File: src/rtl/uart9_pkg.sv
package uart9_pkg;

  // ***************************************************************
  // Register map: printed offsets are word indices.
  // ***************************************************************
  localparam logic [7:0]  DR_IDX   = 8'hD6;
  localparam logic [7:0]  CR_IDX   = 8'hD7;
  localparam logic [31:0] DR_ADDR  = {22'h000000, DR_IDX, 2'h0};
  localparam logic [31:0] CR_ADDR  = {22'h000000, CR_IDX, 2'h0};

  // Control/status bit positions.
  localparam int CR_RECEIVE_READY_FLAG_BIT = 7;
  localparam int CR_TXDN_BIT  = 6;
  localparam int CR_RECEIVE_IRQ_ENABLE_BIT = 5;
  localparam int CR_TRANSMIT_IRQ_ENABLE_BIT = 4;
  localparam int CR_RATE_HI   = 3;
  localparam int CR_RATE_LO   = 1;
  localparam int CR_NINTH_BIT = 0;

  // ***************************************************************
  // Bit timing.
  // ***************************************************************
  localparam int         OVS          = 8;
  localparam logic [2:0] PH_LAST      = 3'h7;
  localparam logic [2:0] PH_SAMP0     = 3'h3;
  localparam logic [2:0] PH_SAMP2     = 3'h5;
  localparam logic [3:0] LAST_DATA    = 4'h8;
  localparam logic [2:0] RATE_RSVD    = 3'h7;

  // Divisors per bit, in system clocks, for rate codes 0 to 6.
  localparam int DIV0 = 6656;
  localparam int DIV1 = 3328;
  localparam int DIV2 = 1664;
  localparam int DIV3 = 832;
  localparam int DIV4 = 416;
  localparam int DIV5 = 256;
  localparam int DIV6 = 208;

  typedef enum logic [1:0] {
    TX_IDLE  = 2'b00,
    TX_START = 2'b01,
    TX_DATA  = 2'b10,
    TX_STOP  = 2'b11
  } tx_state_t;

  typedef enum logic [1:0] {
    RX_IDLE  = 2'b00,
    RX_START = 2'b01,
    RX_DATA  = 2'b10,
    RX_STOP  = 2'b11
  } rx_state_t;

  // Captured AHB address phase.
  typedef struct packed {
    logic wr;
    logic rd;
    logic dr;
    logic cr;
  } ahb_req_t;

endpackage : uart9_pkg

File: src/rtl/half_duplex_nine_bit_uart.sv
`timescale 1ns/1ps
`default_nettype none

module half_duplex_nine_bit_uart (
  // Clock and reset
  input  wire logic        clk_i,
  input  wire logic        sys_rst_i,
  // AHB-Lite slave
  input  wire logic        hsel_i,
  input  wire logic [31:0] haddr_i,
  input  wire logic [1:0]  htrans_i,
  input  wire logic        hwrite_i,
  input  wire logic [2:0]  hsize_i,
  input  wire logic [31:0] hwdata_i,
  input  wire logic        hready_i,
  output logic             hreadyout_o,
  output logic             hresp_o,
  output logic [31:0]      hrdata_o,
  // Serial pins
  input  wire logic        rx_i,
  input  wire logic        port_bit_i,
  output logic             serial_out_pin_o,
  output logic             transmit_output_select_o,
  // Interrupt requests
  output logic             tx_irq_o,
  output logic             rx_irq_o
);

  // ***************************************************************
  // Helpers.
  // ***************************************************************
  // Clocks per eighth of a bit; zero marks the reserved code.
  function automatic logic [9:0] tick_len(input logic [2:0] code);
    case (code)
      3'h0:    tick_len = 10'(uart9_pkg::DIV0 / uart9_pkg::OVS);
      3'h1:    tick_len = 10'(uart9_pkg::DIV1 / uart9_pkg::OVS);
      3'h2:    tick_len = 10'(uart9_pkg::DIV2 / uart9_pkg::OVS);
      3'h3:    tick_len = 10'(uart9_pkg::DIV3 / uart9_pkg::OVS);
      3'h4:    tick_len = 10'(uart9_pkg::DIV4 / uart9_pkg::OVS);
      3'h5:    tick_len = 10'(uart9_pkg::DIV5 / uart9_pkg::OVS);
      3'h6:    tick_len = 10'(uart9_pkg::DIV6 / uart9_pkg::OVS);
      default: tick_len = 10'h000;
    endcase
  endfunction : tick_len

  function automatic logic vote(input logic [2:0] s);
    vote = (s[0] & s[1]) | (s[0] & s[2]) | (s[1] & s[2]);
  endfunction : vote

  // ***************************************************************
  // Declarations.
  // ***************************************************************
  uart9_pkg::ahb_req_t  req_r;
  uart9_pkg::tx_state_t tx_state_r;
  uart9_pkg::rx_state_t rx_state_r;
  logic [31:0] hrdata_r;
  logic [9:0]  div_cnt_r;
  logic [9:0]  div_len;
  logic        tick;
  logic        div_clr;
  logic [2:0]  tx_ph_r;
  logic [3:0]  tx_cnt_r;
  logic [8:0]  tx_shift_r;
  logic        tx_bit;
  logic        tx_start;
  logic        tx_done_evt;
  logic        tx_pin_r;
  logic [2:0]  rx_ph_r;
  logic [3:0]  rx_cnt_r;
  logic [8:0]  rx_shift_r;
  logic [2:0]  samp_r;
  logic        rx_prev_r;
  logic        rx_fall;
  logic        rx_go;
  logic        rx_done_evt;
  logic [7:0]  rx_buf_r;
  logic        ninth_r;
  logic        rx_ready_r;
  logic        tx_done_r;
  logic        receive_irq_enable_r;
  logic        transmit_irq_enable_r;
  logic [2:0]  rate_r;
  logic        cr_wr;
  logic [7:0]  cr_val;

  // ***************************************************************
  // AHB-Lite slave: zero wait states, always OKAY.
  // ***************************************************************
  assign hreadyout_o = 1'b1;
  assign hresp_o     = 1'b0;
  assign hrdata_o    = hrdata_r;

  assign cr_val = {rx_ready_r, tx_done_r, receive_irq_enable_r, transmit_irq_enable_r, rate_r,
                   ninth_r};

  always_ff @(posedge clk_i)
  begin
    if (sys_rst_i)
    begin
      req_r    <= '0;
      hrdata_r <= 32'h00000000;
    end
    else if (hready_i)
    begin
      req_r.wr <= hsel_i & htrans_i[1] & hwrite_i;
      req_r.rd <= hsel_i & htrans_i[1] & ~hwrite_i;
      req_r.dr <= haddr_i[31:2] == uart9_pkg::DR_ADDR[31:2];
      req_r.cr <= haddr_i[31:2] == uart9_pkg::CR_ADDR[31:2];
      // Read data is taken in the address phase so it is a flop.
      hrdata_r <= 32'h00000000;
      if (hsel_i & htrans_i[1] & ~hwrite_i)
      begin
        if (haddr_i[31:2] == uart9_pkg::DR_ADDR[31:2])
          hrdata_r <= {24'h000000, rx_buf_r};
        else if (haddr_i[31:2] == uart9_pkg::CR_ADDR[31:2])
          hrdata_r <= {24'h000000, cr_val};
      end
    end
  end

  assign tx_start = req_r.wr & req_r.dr;
  assign cr_wr    = req_r.wr & req_r.cr;

  // ***************************************************************
  // Baud divider: one enable pulse per eighth of a bit.
  // ***************************************************************
  // Rate bits are read live; a count already past a new, shorter length
  // ticks at once instead of running round the whole counter first.
  assign div_len = tick_len(rate_r);
  assign tick    = (div_len != 10'h000) &&
                   (div_cnt_r >= div_len - 10'h001);
  assign rx_fall = rx_prev_r & ~rx_i;
  assign rx_go   = (rx_state_r == uart9_pkg::RX_IDLE) &&
                   (tx_state_r == uart9_pkg::TX_IDLE) && rx_fall;
  // Restarting the divider aligns the eight states to the frame.
  assign div_clr = tx_start | rx_go;

  always_ff @(posedge clk_i)
  begin
    if (sys_rst_i || div_clr || tick)
      div_cnt_r <= 10'h000;
    else if (div_len != 10'h000)
      div_cnt_r <= div_cnt_r + 10'h001;
  end

  // ***************************************************************
  // Transmitter.
  // ***************************************************************
  assign tx_done_evt = tick && (tx_ph_r == uart9_pkg::PH_LAST) &&
                       (tx_state_r == uart9_pkg::TX_STOP);

  always_ff @(posedge clk_i)
  begin
    if (sys_rst_i)
    begin
      tx_state_r <= uart9_pkg::TX_IDLE;
      tx_ph_r    <= 3'h0;
      tx_cnt_r   <= 4'h0;
      tx_shift_r <= 9'h000;
    end
    else if (tx_start)
    begin
      tx_state_r <= uart9_pkg::TX_START;
      tx_ph_r    <= 3'h0;
      tx_cnt_r   <= 4'h0;
      tx_shift_r <= {ninth_r, hwdata_i[7:0]};
    end
    else if (tick && (tx_state_r != uart9_pkg::TX_IDLE))
    begin
      tx_ph_r <= tx_ph_r + 3'h1;
      if (tx_ph_r == uart9_pkg::PH_LAST)
      begin
        case (tx_state_r)
          uart9_pkg::TX_START: tx_state_r <= uart9_pkg::TX_DATA;
          uart9_pkg::TX_DATA:
          begin
            tx_shift_r <= {1'b0, tx_shift_r[8:1]};
            tx_cnt_r   <= tx_cnt_r + 4'h1;
            if (tx_cnt_r == uart9_pkg::LAST_DATA)
              tx_state_r <= uart9_pkg::TX_STOP;
          end
          uart9_pkg::TX_STOP:  tx_state_r <= uart9_pkg::TX_IDLE;
          default:             tx_state_r <= uart9_pkg::TX_IDLE;
        endcase
      end
    end
  end

  always_comb
  begin
    case (tx_state_r)
      uart9_pkg::TX_START: tx_bit = 1'b0;
      uart9_pkg::TX_DATA:  tx_bit = tx_shift_r[0];
      default:             tx_bit = 1'b1;
    endcase
  end

  always_ff @(posedge clk_i)
  begin
    if (sys_rst_i)
      tx_pin_r <= 1'b0;
    else if (tx_state_r != uart9_pkg::TX_IDLE)
      tx_pin_r <= ~tx_bit;
    else
      tx_pin_r <= port_bit_i;
  end

  assign serial_out_pin_o         = tx_pin_r;
  assign transmit_output_select_o = tx_state_r != uart9_pkg::TX_IDLE;

  // ***************************************************************
  // Receiver.
  // ***************************************************************
  assign rx_done_evt = tick && (rx_ph_r == uart9_pkg::PH_LAST) &&
                       (rx_state_r == uart9_pkg::RX_STOP);

  always_ff @(posedge clk_i)
  begin
    if (sys_rst_i)
      rx_prev_r <= 1'b1;
    else
      rx_prev_r <= rx_i;
  end

  always_ff @(posedge clk_i)
  begin
    if (sys_rst_i || tx_start ||
        (tx_state_r != uart9_pkg::TX_IDLE))
    begin
      rx_state_r <= uart9_pkg::RX_IDLE;
      rx_ph_r    <= 3'h0;
      rx_cnt_r   <= 4'h0;
      samp_r     <= 3'h0;
      rx_shift_r <= 9'h000;
    end
    else if (rx_go)
    begin
      rx_state_r <= uart9_pkg::RX_START;
      rx_ph_r    <= 3'h0;
      rx_cnt_r   <= 4'h0;
    end
    else if (tick && (rx_state_r != uart9_pkg::RX_IDLE))
    begin
      rx_ph_r <= rx_ph_r + 3'h1;
      if ((rx_ph_r >= uart9_pkg::PH_SAMP0) &&
          (rx_ph_r <= uart9_pkg::PH_SAMP2))
        samp_r <= {rx_i, samp_r[2:1]};
      if (rx_ph_r == uart9_pkg::PH_LAST)
      begin
        case (rx_state_r)
          uart9_pkg::RX_START: rx_state_r <= uart9_pkg::RX_DATA;
          uart9_pkg::RX_DATA:
          begin
            rx_shift_r <= {vote(samp_r), rx_shift_r[8:1]};
            rx_cnt_r   <= rx_cnt_r + 4'h1;
            if (rx_cnt_r == uart9_pkg::LAST_DATA)
              rx_state_r <= uart9_pkg::RX_STOP;
          end
          uart9_pkg::RX_STOP:  rx_state_r <= uart9_pkg::RX_IDLE;
          default:             rx_state_r <= uart9_pkg::RX_IDLE;
        endcase
      end
    end
  end

  // ***************************************************************
  // Buffer, flags and control bits.
  // ***************************************************************
  always_ff @(posedge clk_i)
  begin
    if (sys_rst_i)
      rx_buf_r <= 8'h00;
    else if (rx_done_evt)
      rx_buf_r <= rx_shift_r[7:0];
  end

  // A received ninth bit outranks a software write in the same cycle.
  always_ff @(posedge clk_i)
  begin
    if (sys_rst_i)
      ninth_r <= 1'b0;
    else if (rx_done_evt)
      ninth_r <= rx_shift_r[8];
    else if (cr_wr)
      ninth_r <= hwdata_i[uart9_pkg::CR_NINTH_BIT];
  end

  always_ff @(posedge clk_i)
  begin
    if (sys_rst_i)
      rx_ready_r <= 1'b0;
    else if (rx_done_evt)
      rx_ready_r <= 1'b1;
    else if (cr_wr)
      rx_ready_r <= hwdata_i[uart9_pkg::CR_RECEIVE_READY_FLAG_BIT];
  end

  always_ff @(posedge clk_i)
  begin
    if (sys_rst_i)
      tx_done_r <= 1'b0;
    else if (tx_done_evt)
      tx_done_r <= 1'b1;
    else if (tx_start)
      tx_done_r <= 1'b0;
    else if (cr_wr)
      tx_done_r <= hwdata_i[uart9_pkg::CR_TXDN_BIT];
  end

  // Enables have their own flops, but the CR write that sets them also loads rx_ready_r and tx_done_r.
  always_ff @(posedge clk_i)
  begin
    if (sys_rst_i)
    begin
      receive_irq_enable_r <= 1'b0;
      transmit_irq_enable_r <= 1'b0;
      rate_r  <= 3'h0;
    end
    else if (cr_wr)
    begin
      receive_irq_enable_r <= hwdata_i[uart9_pkg::CR_RECEIVE_IRQ_ENABLE_BIT];
      transmit_irq_enable_r <= hwdata_i[uart9_pkg::CR_TRANSMIT_IRQ_ENABLE_BIT];
      rate_r  <= hwdata_i[uart9_pkg::CR_RATE_HI:uart9_pkg::CR_RATE_LO];
    end
  end

  assign tx_irq_o = tx_done_r & transmit_irq_enable_r;
  assign rx_irq_o = rx_ready_r & receive_irq_enable_r;
endmodule : half_duplex_nine_bit_uart

`default_nettype wire

File: config.mk
export PLATFORM = sky130hd
export DESIGN_NAME = half_duplex_nine_bit_uart
export DESIGN_NICKNAME = d
export VERILOG_FILES = /design/src/rtl/uart9_pkg.sv /design/src/rtl/half_duplex_nine_bit_uart.sv
export SDC_FILE = /design/constraint.sdc
export NUM_CORES = 1
export LEC_CHECK = 0
export ABC_CLOCK_PERIOD_IN_PS = 8860
export CAP_MARGIN = 15
export CORE_ASPECT_RATIO = 2
export CORE_MARGIN = 3
export CORE_UTILIZATION = 30
export DETAILED_ROUTE_END_ITERATION = 10
export DONT_BUFFER_PORTS = 1
export PLACE_DENSITY = 0.42
export SLEW_MARGIN = 20
export SYNTH_ARGS = -nofsm -noshare
export SYNTH_HDL_FRONTEND = slang
export SYNTH_SLANG_ARGS = --single-unit
File: constraint.sdc
create_clock -name clk_i -period 8.86 [get_ports clk_i]
set_input_delay 1.772 -clock clk_i [delete_from_list [all_inputs] [get_ports clk_i]]
set_output_delay 1.772 -clock clk_i [all_outputs]
set_load 0.02 [all_outputs]
* Word-level counts from Yosys, hierarchy flattened
Index checks and enable logic that the tools add are counted.
** Word-level totals
- Flip-flop bits (word level) :: 102
- Output and inout bits :: 38
** Operators by class
- Multiplexer cells :: 27
- Order comparisons :: 3
- Bitwise logic cells :: 18
- $add $sub $neg :: 6
- Reduce and logical (&&, ||, !) cells :: 38
- Equality and inequality tests :: 22
** Operators with widths (number)
- $pmux W10 S7 :: 1
- $eq A30 B8 Y1 const B :: 2
- $mux W9 :: 4
- $mux W8 :: 3
- $reduce_and A3 Y1 :: 8
- $reduce_bool A2 Y1 :: 8
- $eq A3 B3 Y1 const B :: 5
- $mux W1 :: 14
- $and A1 B1 Y1 :: 11
- $add A10 B1 Y10 const B :: 1
- $ge A10 B10 Y1 :: 1
- $logic_and A1 B1 Y1 :: 10
- $reduce_bool A10 Y1 :: 1
- $sub A10 B1 Y10 const B :: 1
- $add A4 B1 Y4 const B :: 2
- $eq A2 B2 Y1 const B :: 4
- $eq A4 B4 Y1 const B :: 2
- $pmux W2 S2 :: 2
- $add A3 B1 Y3 const B :: 2
- $eq A3 B2 Y1 const B :: 2
- $ne A3 B3 Y1 const B :: 2
- $eq A2 B1 Y1 const B :: 2
- $logic_not A2 Y1 :: 2
- $logic_or A1 B1 Y1 :: 4
- 12 further kinds :: 20

* Logic depth before layout (Yosys ltp)
Gate-level depths: netlist (run 1).
- Depth after elaboration :: 8
- Depth in mapped cells :: 14

* Worst setup path before layout (run 1)
No wires, ideal clock.
- Path type :: input -> register
- From :: input port haddr_i[11]
- To :: register hrdata_r[0] (netlist: hrdata_o[0])
- Slack :: 5735 ps
- Setup time :: 66 ps
- Required time :: 8794 ps
- Buffers on the path :: 0
- Data arrival time :: 3059 ps
- Stages on the path :: 6
- Path through :: nor4b_1 nand2_1 nor4_1 nand4b_1 o22ai_1 nor2b_1
** On the way
- Cells in the longest elaborated chain, start to end :: 4
- Elaborated cells between the ends (all ways) :: 5
- Those cells by class :: 2 x eq/ne; 3 x mux
** RTL lines
- start: declaration :: RTL line half_duplex_nine_bit_uart.sv:10 : input wire logic [31:0] haddr_i,
- $eq A30 B8 Y1 :: RTL line half_duplex_nine_bit_uart.sv:115 : else if (haddr_i[31:2] == uart9_pkg::CR_ADDR[31:2])
- $mux W8 :: RTL line half_duplex_nine_bit_uart.sv:115
- $mux W8 (*) :: RTL line half_duplex_nine_bit_uart.sv:113 : if (haddr_i[31:2] == uart9_pkg::DR_ADDR[31:2])
- $mux W8 (*) :: RTL line half_duplex_nine_bit_uart.sv:111 : if (hsel_i & htrans_i[1] & ~hwrite_i)
- end signal: assignment :: RTL line half_duplex_nine_bit_uart.sv:114 : hrdata_r <= {24'h000000, rx_buf_r};
- end signal: assignment :: RTL line half_duplex_nine_bit_uart.sv:116 : hrdata_r <= {24'h000000, cr_val};
- end: declaration :: RTL line half_duplex_nine_bit_uart.sv:56 : logic [31:0] hrdata_r;
Every way passes the cells marked *; elsewhere a longest branch is shown, timed or not.
A chain may end at the register's enable or synchronous reset.

* Worst setup path after layout (run 1)
- From :: register rate_r[2]
- To :: register rx_cnt_r[3]
** On the way
- Cells in the longest elaborated chain, start to end :: 7
- Elaborated cells between the ends (all ways) :: 14
- Those cells by class :: 1 x add/sub; 1 x order compare; 6 x eq/ne; 1 x mux; 5 x reduce/logical
** RTL lines
- start: declaration :: RTL line half_duplex_nine_bit_uart.sv:82 : logic [2:0] rate_r;
- start signal: assignment :: RTL line half_duplex_nine_bit_uart.sv:323 : rate_r <= hwdata_i[uart9_pkg::CR_RATE_HI:uart9_pkg::CR_RATE_LO];
- $eq A3 B3 Y1, or another cell as far along :: RTL line half_duplex_nine_bit_uart.sv:34 : case (code)
- $pmux W10 S7 (*) :: RTL line half_duplex_nine_bit_uart.sv:34
- $sub A10 B1 Y10 :: RTL line half_duplex_nine_bit_uart.sv:131 : (div_cnt_r >= div_len - 10'h001);
- $ge A10 B10 Y1 :: RTL line half_duplex_nine_bit_uart.sv:131
- $logic_and A1 B1 Y1 (*) :: RTL line half_duplex_nine_bit_uart.sv:130 : assign tick = (div_len != 10'h000) &&
- $logic_and A1 B1 Y1 (*) :: RTL line half_duplex_nine_bit_uart.sv:242 : else if (tick && (rx_state_r != uart9_pkg::RX_IDLE))
- $reduce_and A3 Y1 (no source line) (*)
- end signal: assignment :: RTL line half_duplex_nine_bit_uart.sv:255 : rx_cnt_r <= rx_cnt_r + 4'h1;
- end: declaration :: RTL line half_duplex_nine_bit_uart.sv:69 : logic [3:0] rx_cnt_r;
Marks and branches as above.

==> flow_summary.toml, run 1 <==
[drt]
drt-pass1-iter-count = 4
drc = 0
routed_wl_um = 10000
via_per_inst = 4.94
wl_per_cell_um = 15.8
drt_iter0_drc = 77
ant_nets = 0
num_vias = 3130

[finish]
seqCellArea_mm2 = 0.00156
antennaDiodeCount = 0
mostFrequentLayoutCells = "dfxtp_1 (78), nor2_1 (47), nand2_1 (40)"
area_delta_synth_final_pct = 7.21
drive_above_1_share_pct = 6.07
fill_cells = 1441
multi_input_area_mm2 = 0.00229
mostFrequentLayoutCell = "dfxtp_1"
nNetsFinal = 577

[timing]
tightestPinTransition_ns = 0.947
finalSetupTns_ns = 0
finalCritPeriodShare_pct = 39.8
timing.final.crit_period_ns = 3.52
timing.fmax_mhz = 284
fin_worst_skew_ns = 0.0126
timing.slew.headroom_pct = 36.9
finalMaxSlewViolations = 0
setup_viol = 0
final_hold_viol_count = 0
setup_ws_ns = 5.34
rsz0062_at_grt = "false"

[critical_path]
cp_data_required_time_ns = 9.13
rr_startpoint = "rate_r[2]"
arrival_ns = 3.80
max_stage_delay_ns = 0.59
reg2reg_depth = 11
worstPathCellList = "inv_1, or3_1, ha_1, xor2_1, ha_1, nand3_1, a21boi_1, o31a_4, o2111ai_2, or3_1, a21oi_1"
endpoint_kind = "flip-flop"
slowest_stage = "dfxtp_1"
cp.buffers_inverters = 1
critPathKind = "reg -> reg"
cp.depth = 11
critPathLaunchType = "flip-flop"
worstSetupStartpoint = "rate_r[2]"
cp_max_fo = 25
cpLargestDelayFamily = "compound AO/OA/AOI/OAI gates"

[clocking]
clkSlewWorstSetupHoldPaths_ns = 0.07
cts_tree = "built"
htreeDepth = 3
post-cts-setup-buffer-count = 0
cts-resized-gates = 0
hold_buffers = 0
cts_buffer_depth = 2
numCtsBuffers = 9
cts.sink_count = 78
clockRootBuffer = "clkbuf_16"
clock_latency_ns = 0.35

[power_and_ir_drop]
vdd_drop_max_mv = 0.0944
power_leakage_nw = 1.76
powerDensity_mw_per_mm2 = 167

[yosys]
syn_area_mm2 = 0.00415
synth_area_leaders = "dfxtp_1 (38%), ha_1 (8.4%), mux2i_1 (7.5%), buf_4 (4.7%), nor2_1 (4.3%)"
synthFlopType = "dfxtp_1"
yosys_warnings = 0
async_flop_share_pct = 0
synth_edf_count = 0
seq_area_frac_synth_pct = 37.7
synthCells = 483
yosys.area.top_type_share_pct = 37.7
yosysTopAreaCell = "dfxtp_1"
synth-seq-cells = 78
synth.distinct_cells = 50
syn_area_per_cell_um2 = 8.58

[grt]
gr-usage-met1_pct = 13.1
grtUsageTotal_pct = 13.7
met3_usage_pct = 2.96
grt_use_met2_pct = 27.3
busiest_layer = "met2"
grt_first_pass_wirelength_um = 15900
overflow = 0
grt_pass1_vias = 3126
antenna_found_initial = 0
grt_max_degree = 42

[die]
ioPinCount = 114
start_util_pct = 30.7
core_mm2 = 0.0135
die_w_um = 89.1
die-area_mm2 = 0.0154
die_h_um = 172
rows = 60

[place]
pre_cts_ws_ns = 5.24
gp_congestion = 0.747
hpwlAfterDp_um = 7680
io_buffer_count = 0

[outcome]
outcome = "finished clean"

[hold_path]
min_delay_path_depth = 2
hold_path_class = "reg -> reg"
worstHoldStart = "tx_shift_r[8]"

[job]
timing.max_cap.violations = 0
-- worst register-to-register path, delay by kind of cell, from the launching register on --
kind | cells | cell delay [ns]
AOI/OAI and AO/OA | 4 | 1.14
buffers and inverters | 1 | 0.10
adders and majority gates | 2 | 0.53
DFF | 1 | 0.59
xor gates and xnor gates | 1 | 0.17
and+or+nand+nor | 3 | 0.94
-- sequential cells by signal, summed over array words and instances (netlist names), 2 cells and up --
register and flops:
tx_shift_r 9, rate_r 3, rx_cnt_r 4, hrdata_o 8, rx_shift_r 9, req_r 3, tx_cnt_r 4, tx_ph_r 3
div_cnt_r 10, rx_buf_r 8, samp_r 3, rx_ph_r 3, tx_state_r 2, rx_state_r 2
-- per-stage QoR --
step	hold slack, ns	total power, mW	util, %	std cells	instance area, um^2
floorplan	0.441	0.398	-	507	4240
global placement	0.451	0.390	30.8	617	4160
detailed placement	0.459	0.390	30.8	617	4160
CTS	0.470	0.756	32.9	633	4450
global route	0.491	0.771	32.9	633	4450
finish	0.473	0.742	32.9	633	4450
-- routing by layer --
layer	wire, um	vias to the layer above
met5	0	-
met4	127	0
met3	428	7
met2	5810	80
met1	3660	1444
li1	-	1599
-- where the power goes --
group | internal [mW] | switching [mW] | total (mW)
Clock | 0.196 | 0.164 | 0.360
Combinational | 0.00654 | 0.0190 | 0.0255
Sequential | 0.353 | 0.00389 | 0.357
Total | 0.555 | 0.187 | 0.742
-- synthesized netlist by cell type (12+ instances only) --
library cell,number
buf_4,26
a21oi_1,26
ha_1,28
clkbuf_1,17
dfxtp_1,78
nor2b_1,12
mux2i_1,31
nand3_1,29
nand2_1,40
nor2_1,47
inv_1,26
a211oi_1,12
o21ai_0,20
-- logic make-up (layout without fill, tap and decap cells) --
kind of cell               Yosys count  after routing  share of synthesized area, %
and+or+nand+nor                    172            172                          20.3
AOI/OAI and AO/OA                   82             82                          13.0
DFF                                 78             78                          37.7
buffers and inverters               73             44                          9.29
muxes                               31             31                          7.48
adders and majority gates           29             29                          8.69
xor gates and xnor gates            16             16                          3.38
other                                2             26                         0.181
-- path summary, 6_finish.rpt --
kind,end,slack [ns]
worst max-delay path,rx_cnt_r[3],5.34
worst min-delay path,tx_shift_r[8],0.47
worst max register to register,rx_cnt_r[3],5.34
worst min register to register,tx_shift_r[8],0.47
-- cell type report --
cell class,instances,area share (%)
repair buffers,2,0.338
well taps,155,4.36
multi-input cells,356,51.5
clock inverters,7,1.41
clock buffers,9,5.07
inverters,26,2.20
flip-flops and latches,78,35.1
(Power assumes the default switching activity.)
==> run 2, diff against run 1 <==
- ABC_CLOCK_PERIOD_IN_PS: 8860 -> 3400
- clock period: 8.86 -> 3.4 ns (I/O delays scaled with it)
==> flow_summary.toml, run 2 (synthesized netlist as in run 1, its figures left out) <==
[power_and_ir_drop]
power.internal_mw = 1.52
pwr-share-seq_pct = 46.5
vdd_drop_max_mv = 0.232
p_clk_share_pct = 49.9
sw_frac_of_total_pct = 24.0
powerDensity_mw_per_mm2 = 441
p_sw_mw = 0.479
power_leakage_nw = 1.80
combPwrFrac_pct = 3.6

[clocking]
cts-resized-gates = 0
cts_buffer_depth = 2
cts.sink_count = 78
numCtsBuffers = 9
cts_tree = "built"
clockRootBuffer = "clkbuf_16"
clkSlewWorstSetupHoldPaths_ns = 0.06
post-cts-setup-buffer-count = 0
hold_buffers = 0
htreeDepth = 3
clock_latency_ns = 0.34

[timing]
timing.slew.headroom_pct = 57.7
setup_viol = 0
fin_worst_skew_ns = 0.00864
finalCritPeriodShare_pct = 92.6
timing.fmax_mhz = 318
finalSetupTns_ns = 0
timing.final.crit_period_ns = 3.15
rsz0062_at_grt = "false"
final_hold_viol_count = 0
finalMaxSlewViolations = 0
tightestPinTransition_ns = 0.633

[drt]
drc = 0
drt-pass1-iter-count = 4
routed_wl_um = 9890
drt_iter0_drc = 65
num_vias = 3152
ant_nets = 0
via_per_inst = 4.92
wl_per_cell_um = 15.4

[hold_path]
worstHoldStart = "sys_rst_i"
hold_path_class = "in -> reg"

[grt]
grt_max_degree = 42
grtUsageTotal_pct = 13.5
antenna_found_initial = 0
overflow = 0
grt_first_pass_wirelength_um = 15800
grt_pass1_vias = 3207

[die]
die_h_um = 172
die_w_um = 89.1
ioPinCount = 114
start_util_pct = 30.7
rows = 60
die-area_mm2 = 0.0154
core_mm2 = 0.0135

[finish]
mostFrequentLayoutCell = "dfxtp_1"
finalInstanceArea_mm2 = 0.00452
antennaDiodeCount = 0
largest_register_ffs = 10
mostFrequentLayoutCells = "dfxtp_1 (78), nor2_1 (47), nand2_1 (40)"
nNetsFinal = 585
drive_above_1_share_pct = 7.61
top_regs = "div_cnt_r x10, rx_shift_r x9, tx_shift_r x9"
largest_register = "div_cnt_r"
area_delta_synth_final_pct = 9.11

[critical_path]
critPathLaunchType = "flip-flop"
reg2reg_depth = 11
worstSetupEndpoint = "tx_cnt_r[2]"
worstSetupStartpoint = "rate_r[2]"
cp_max_fo = 15
endpoint_kind = "flip-flop"
arrival_ns = 3.41
cp_data_required_time_ns = 3.67
critPathKind = "reg -> reg"
rr_startpoint = "rate_r[2]"
regToRegEndpoint = "tx_cnt_r[2]"
rrSetupSlack_ns = 0.25

[place]
placed_area_mm2 = 0.00422
gp_congestion = 0.780
hpwlAfterDp_um = 7650
io_buffer_count = 0

[outcome]
outcome = "finished clean"

[job]
timing.max_cap.violations = 0
run 2: cell types whose count changed in the layout (fill, tap and decap cells not counted), sizes merged:
cell | previous run | this run
clkinv | 0 | 1
bufinv | 0 | 1
inv | 30 | 28
buf | 2 | 10
run 2: metal layers:
| layer | global-route usage (%) | vias to the layer above | wire length, um |
|---|---|---|---|
| li1 | - | 1617 | - |
| met1 | 13.1 | 1443 | 3590 |
| met2 | 26.4 | 77 | 5710 |
| met3 | 2.00 | 15 | 340 |
| met4 | 6.68 | 0 | 247 |
| met5 | 0 | - | 0 |
run 2: how the worst min path moves through the flow:
stage	to	cells after the start
2_1_floorplan	samp_r[0]	2
3_3_place_gp	samp_r[0]	2
3_5_place_dp	tx_shift_r[8]	2
4_1_cts	req_r[3]	1
5_1_grt	receive_irq_enable_r	1
6_report	receive_irq_enable_r	1
run 2: critical path, cell delays in order (launching register included):
cell	delay, ns
dfxtp_1	0.41
inv_1	0.08
or3_1	0.31
ha_1	0.24
xor2_1	0.17
ha_1	0.29
nand3_1	0.08
a21boi_1	0.24
o31a_4	0.23
o2111ai_4	0.34
or3_2	0.54
a21oi_1	0.14
run 2: through the flow:
| step | setup WS (ns) | utilization (%) | instances | hold slack [ns] | total power, mW |
|---|---|---|---|---|---|
| after floorplan | 0.413 | - | 507 | 0.441 | 1.04 |
| after global placement | 0.255 | 31.2 | 625 | 0.451 | 1.02 |
| after detailed placement | 0.245 | 31.2 | 625 | 0.455 | 1.02 |
| after CTS | 0.222 | 33.5 | 641 | 0.395 | 2.03 |
| after global routing | 0.0853 | 33.5 | 641 | 0.391 | 2.08 |
| final | 0.253 | 33.5 | 641 | 0.405 | 2.00 |
run 2: cell type report:
class | count | area, um^2
Fill cell | 1430 | 8990
Multi-Input combinational cell | 356 | 2290
Sequential cell | 78 | 1560
Clock buffer | 9 | 225
Tap cell | 155 | 194
Inverter | 26 | 97.6
Clock inverter | 7 | 81.3
Timing Repair Buffer | 10 | 75.1
run 2: power groups by stage:
stage,logic (mW),registers [mW],clock network [mW]
detailed placement,0.0719,0.948,0
finish,0.0718,0.927,0.996
global route,0.0806,0.927,1.07
floorplan,0.0904,0.946,0
CTS,0.0719,0.927,1.03
global placement,0.0707,0.948,0
==> run 3, diff against run 2 <==
- ABC_CLOCK_PERIOD_IN_PS: 3400 -> 3700
- RECOVER_POWER: unset -> 25
- clock period: 3.4 -> 3.7 ns (I/O delays scaled with it)
==> flow_summary.toml, run 3 (synthesized netlist as in run 1, its figures left out) <==
[timing]
hold_ws_ns = 0.465
setup_ws_ns = 0.514
timing.slew.headroom_pct = 55.9
finalMaxSlewViolations = 0
tightestPinTransition_ns = 0.660
rsz0062_at_grt = "false"
setup_viol = 0
finalSetupTns_ns = 0
timing.final.crit_period_ns = 3.19
timing.fmax_mhz = 314
finalCritPeriodShare_pct = 86.1
fin_worst_skew_ns = 0.00818
final_hold_viol_count = 0

[power_and_ir_drop]
power_leakage_nw = 1.81
powerDensity_mw_per_mm2 = 409
vdd_drop_max_mv = 0.230

[critical_path]
cp_max_fo = 15
cp.buffers_inverters = 1
crit_path_frequent_cell = "ha_1"
cpLargestDelayFamily = "compound AO/OA/AOI/OAI gates"
endpoint_kind = "flip-flop"
worstPathCellList = "inv_1, or3_1, ha_1, xor2_1, ha_1, nand3_1, a21boi_1, o31a_4, o2111ai_4, or3_2, a21oi_1"
slowest_stage = "or3_2"
arrival_ns = 3.45
critPathKind = "reg -> reg"
rrSetupSlack_ns = 0.51
max_stage_delay_ns = 0.53
critPathLaunchType = "flip-flop"
cp_data_required_time_ns = 3.97

[finish]
drive_above_1_share_pct = 7.42
largest_register = "div_cnt_r"
largest_register_ffs = 10
mostFrequentLayoutCell = "dfxtp_1"
top_regs = "div_cnt_r x10, rx_shift_r x9, tx_shift_r x9"
nNetsFinal = 584
antennaDiodeCount = 0
final_util_pct = 33.5
mostFrequentLayoutCells = "dfxtp_1 (78), nor2_1 (47), nand2_1 (40)"
layout.cells.non_filler = 640
area_delta_synth_final_pct = 9.08

[place]
hpwlAfterDp_um = 7640
placed_cells = 624
gp_congestion = 0.747
io_buffer_count = 0
pre_cts_ws_ns = 0.499

[clocking]
post-cts-setup-buffer-count = 0
numCtsBuffers = 9
htreeDepth = 3
hold_buffers = 0
clkSlewWorstSetupHoldPaths_ns = 0.07
cts_tree = "built"
clockRootBuffer = "clkbuf_16"
clock_latency_ns = 0.34
cts-resized-gates = 0
cts.sink_count = 78
cts_buffer_depth = 2

[die]
ioPinCount = 114
die-area_mm2 = 0.0154
die_h_um = 172
rows = 60
die_w_um = 89.1
core_mm2 = 0.0135
start_util_pct = 30.7

[drt]
routed_wl_um = 9810
met3_length_um = 368
wl_per_cell_um = 15.3
top_layer_used = "met4"
ant_nets = 0
drt_iter0_drc = 118
drc = 0
routed-wl-met2_um = 5650
drt-pass1-iter-count = 4
via_per_inst = 4.94
wl_met1_um = 3570
num_vias = 3160

[job]
timing.max_cap.violations = 0

[grt]
grt_first_pass_wirelength_um = 15800
overflow = 0
grt_max_degree = 42
grtUsageTotal_pct = 13.4
antenna_found_initial = 0
grt_pass1_vias = 3153

[hold_path]
hold_path_class = "reg -> reg"

[outcome]
outcome = "finished clean"
run 3: final cells by class:
| cell class | instances | area [um^2] |
|---|---|---|
| Inverter | 26 | 97.6 |
| Sequential cell | 78 | 1560 |
| Timing Repair Buffer | 9 | 67.6 |
| Clock buffer | 9 | 225 |
| Fill cell | 1431 | 8990 |
| Tap cell | 155 | 194 |
| Clock inverter | 7 | 87.6 |
| Multi-Input combinational cell | 356 | 2290 |
run 3: metal layers:
| metal | track usage [%] | vias to the layer above |
|---|---|---|
| met5 | 0 | - |
| met1 | 13.0 | 1462 |
| met3 | 2.34 | 10 |
| li1 | - | 1615 |
| met2 | 26.6 | 73 |
| met4 | 5.18 | 0 |
run 3: per-stage QoR:
| step | area [um^2] | total power [mW] |
|---|---|---|
| after global placement | 4210 | 0.935 |
| after detailed placement | 4210 | 0.936 |
| final | 4520 | 1.85 |
| after CTS | 4520 | 1.87 |
| after floorplan | 4240 | 0.953 |
| after global routing | 4520 | 1.91 |
run 3: worst reg2reg max path, stage by stage, from the launching register on:
cell	delay, ns
dfxtp_1	0.45
inv_1	0.10
or3_1	0.32
ha_1	0.24
xor2_1	0.17
ha_1	0.29
nand3_1	0.08
a21boi_1	0.24
o31a_4	0.23
o2111ai_4	0.34
or3_2	0.53
a21oi_1	0.14
run 3: path summary, 6_finish.rpt:
| kind | startpoint | endpoint | cells past startpoint |
|---|---|---|---|
| worst min register to register | tx_shift_r[8] | tx_shift_r[8] | 2 |
| worst min-delay path | tx_shift_r[8] | tx_shift_r[8] | 2 |
| worst max register to register | rate_r[2] | tx_cnt_r[2] | 11 |
| worst max-delay path | rate_r[2] | tx_cnt_r[2] | 11 |
run 3: power by group:
group	leakage, nW	switching [mW]	internal (mW)	total (mW)
Clock	0.154	0.393	0.540	0.933
Sequential	0.629	0.00702	0.845	0.852
Combinational	1.03	0.0470	0.0168	0.0638
Total	1.81	0.447	1.40	1.85
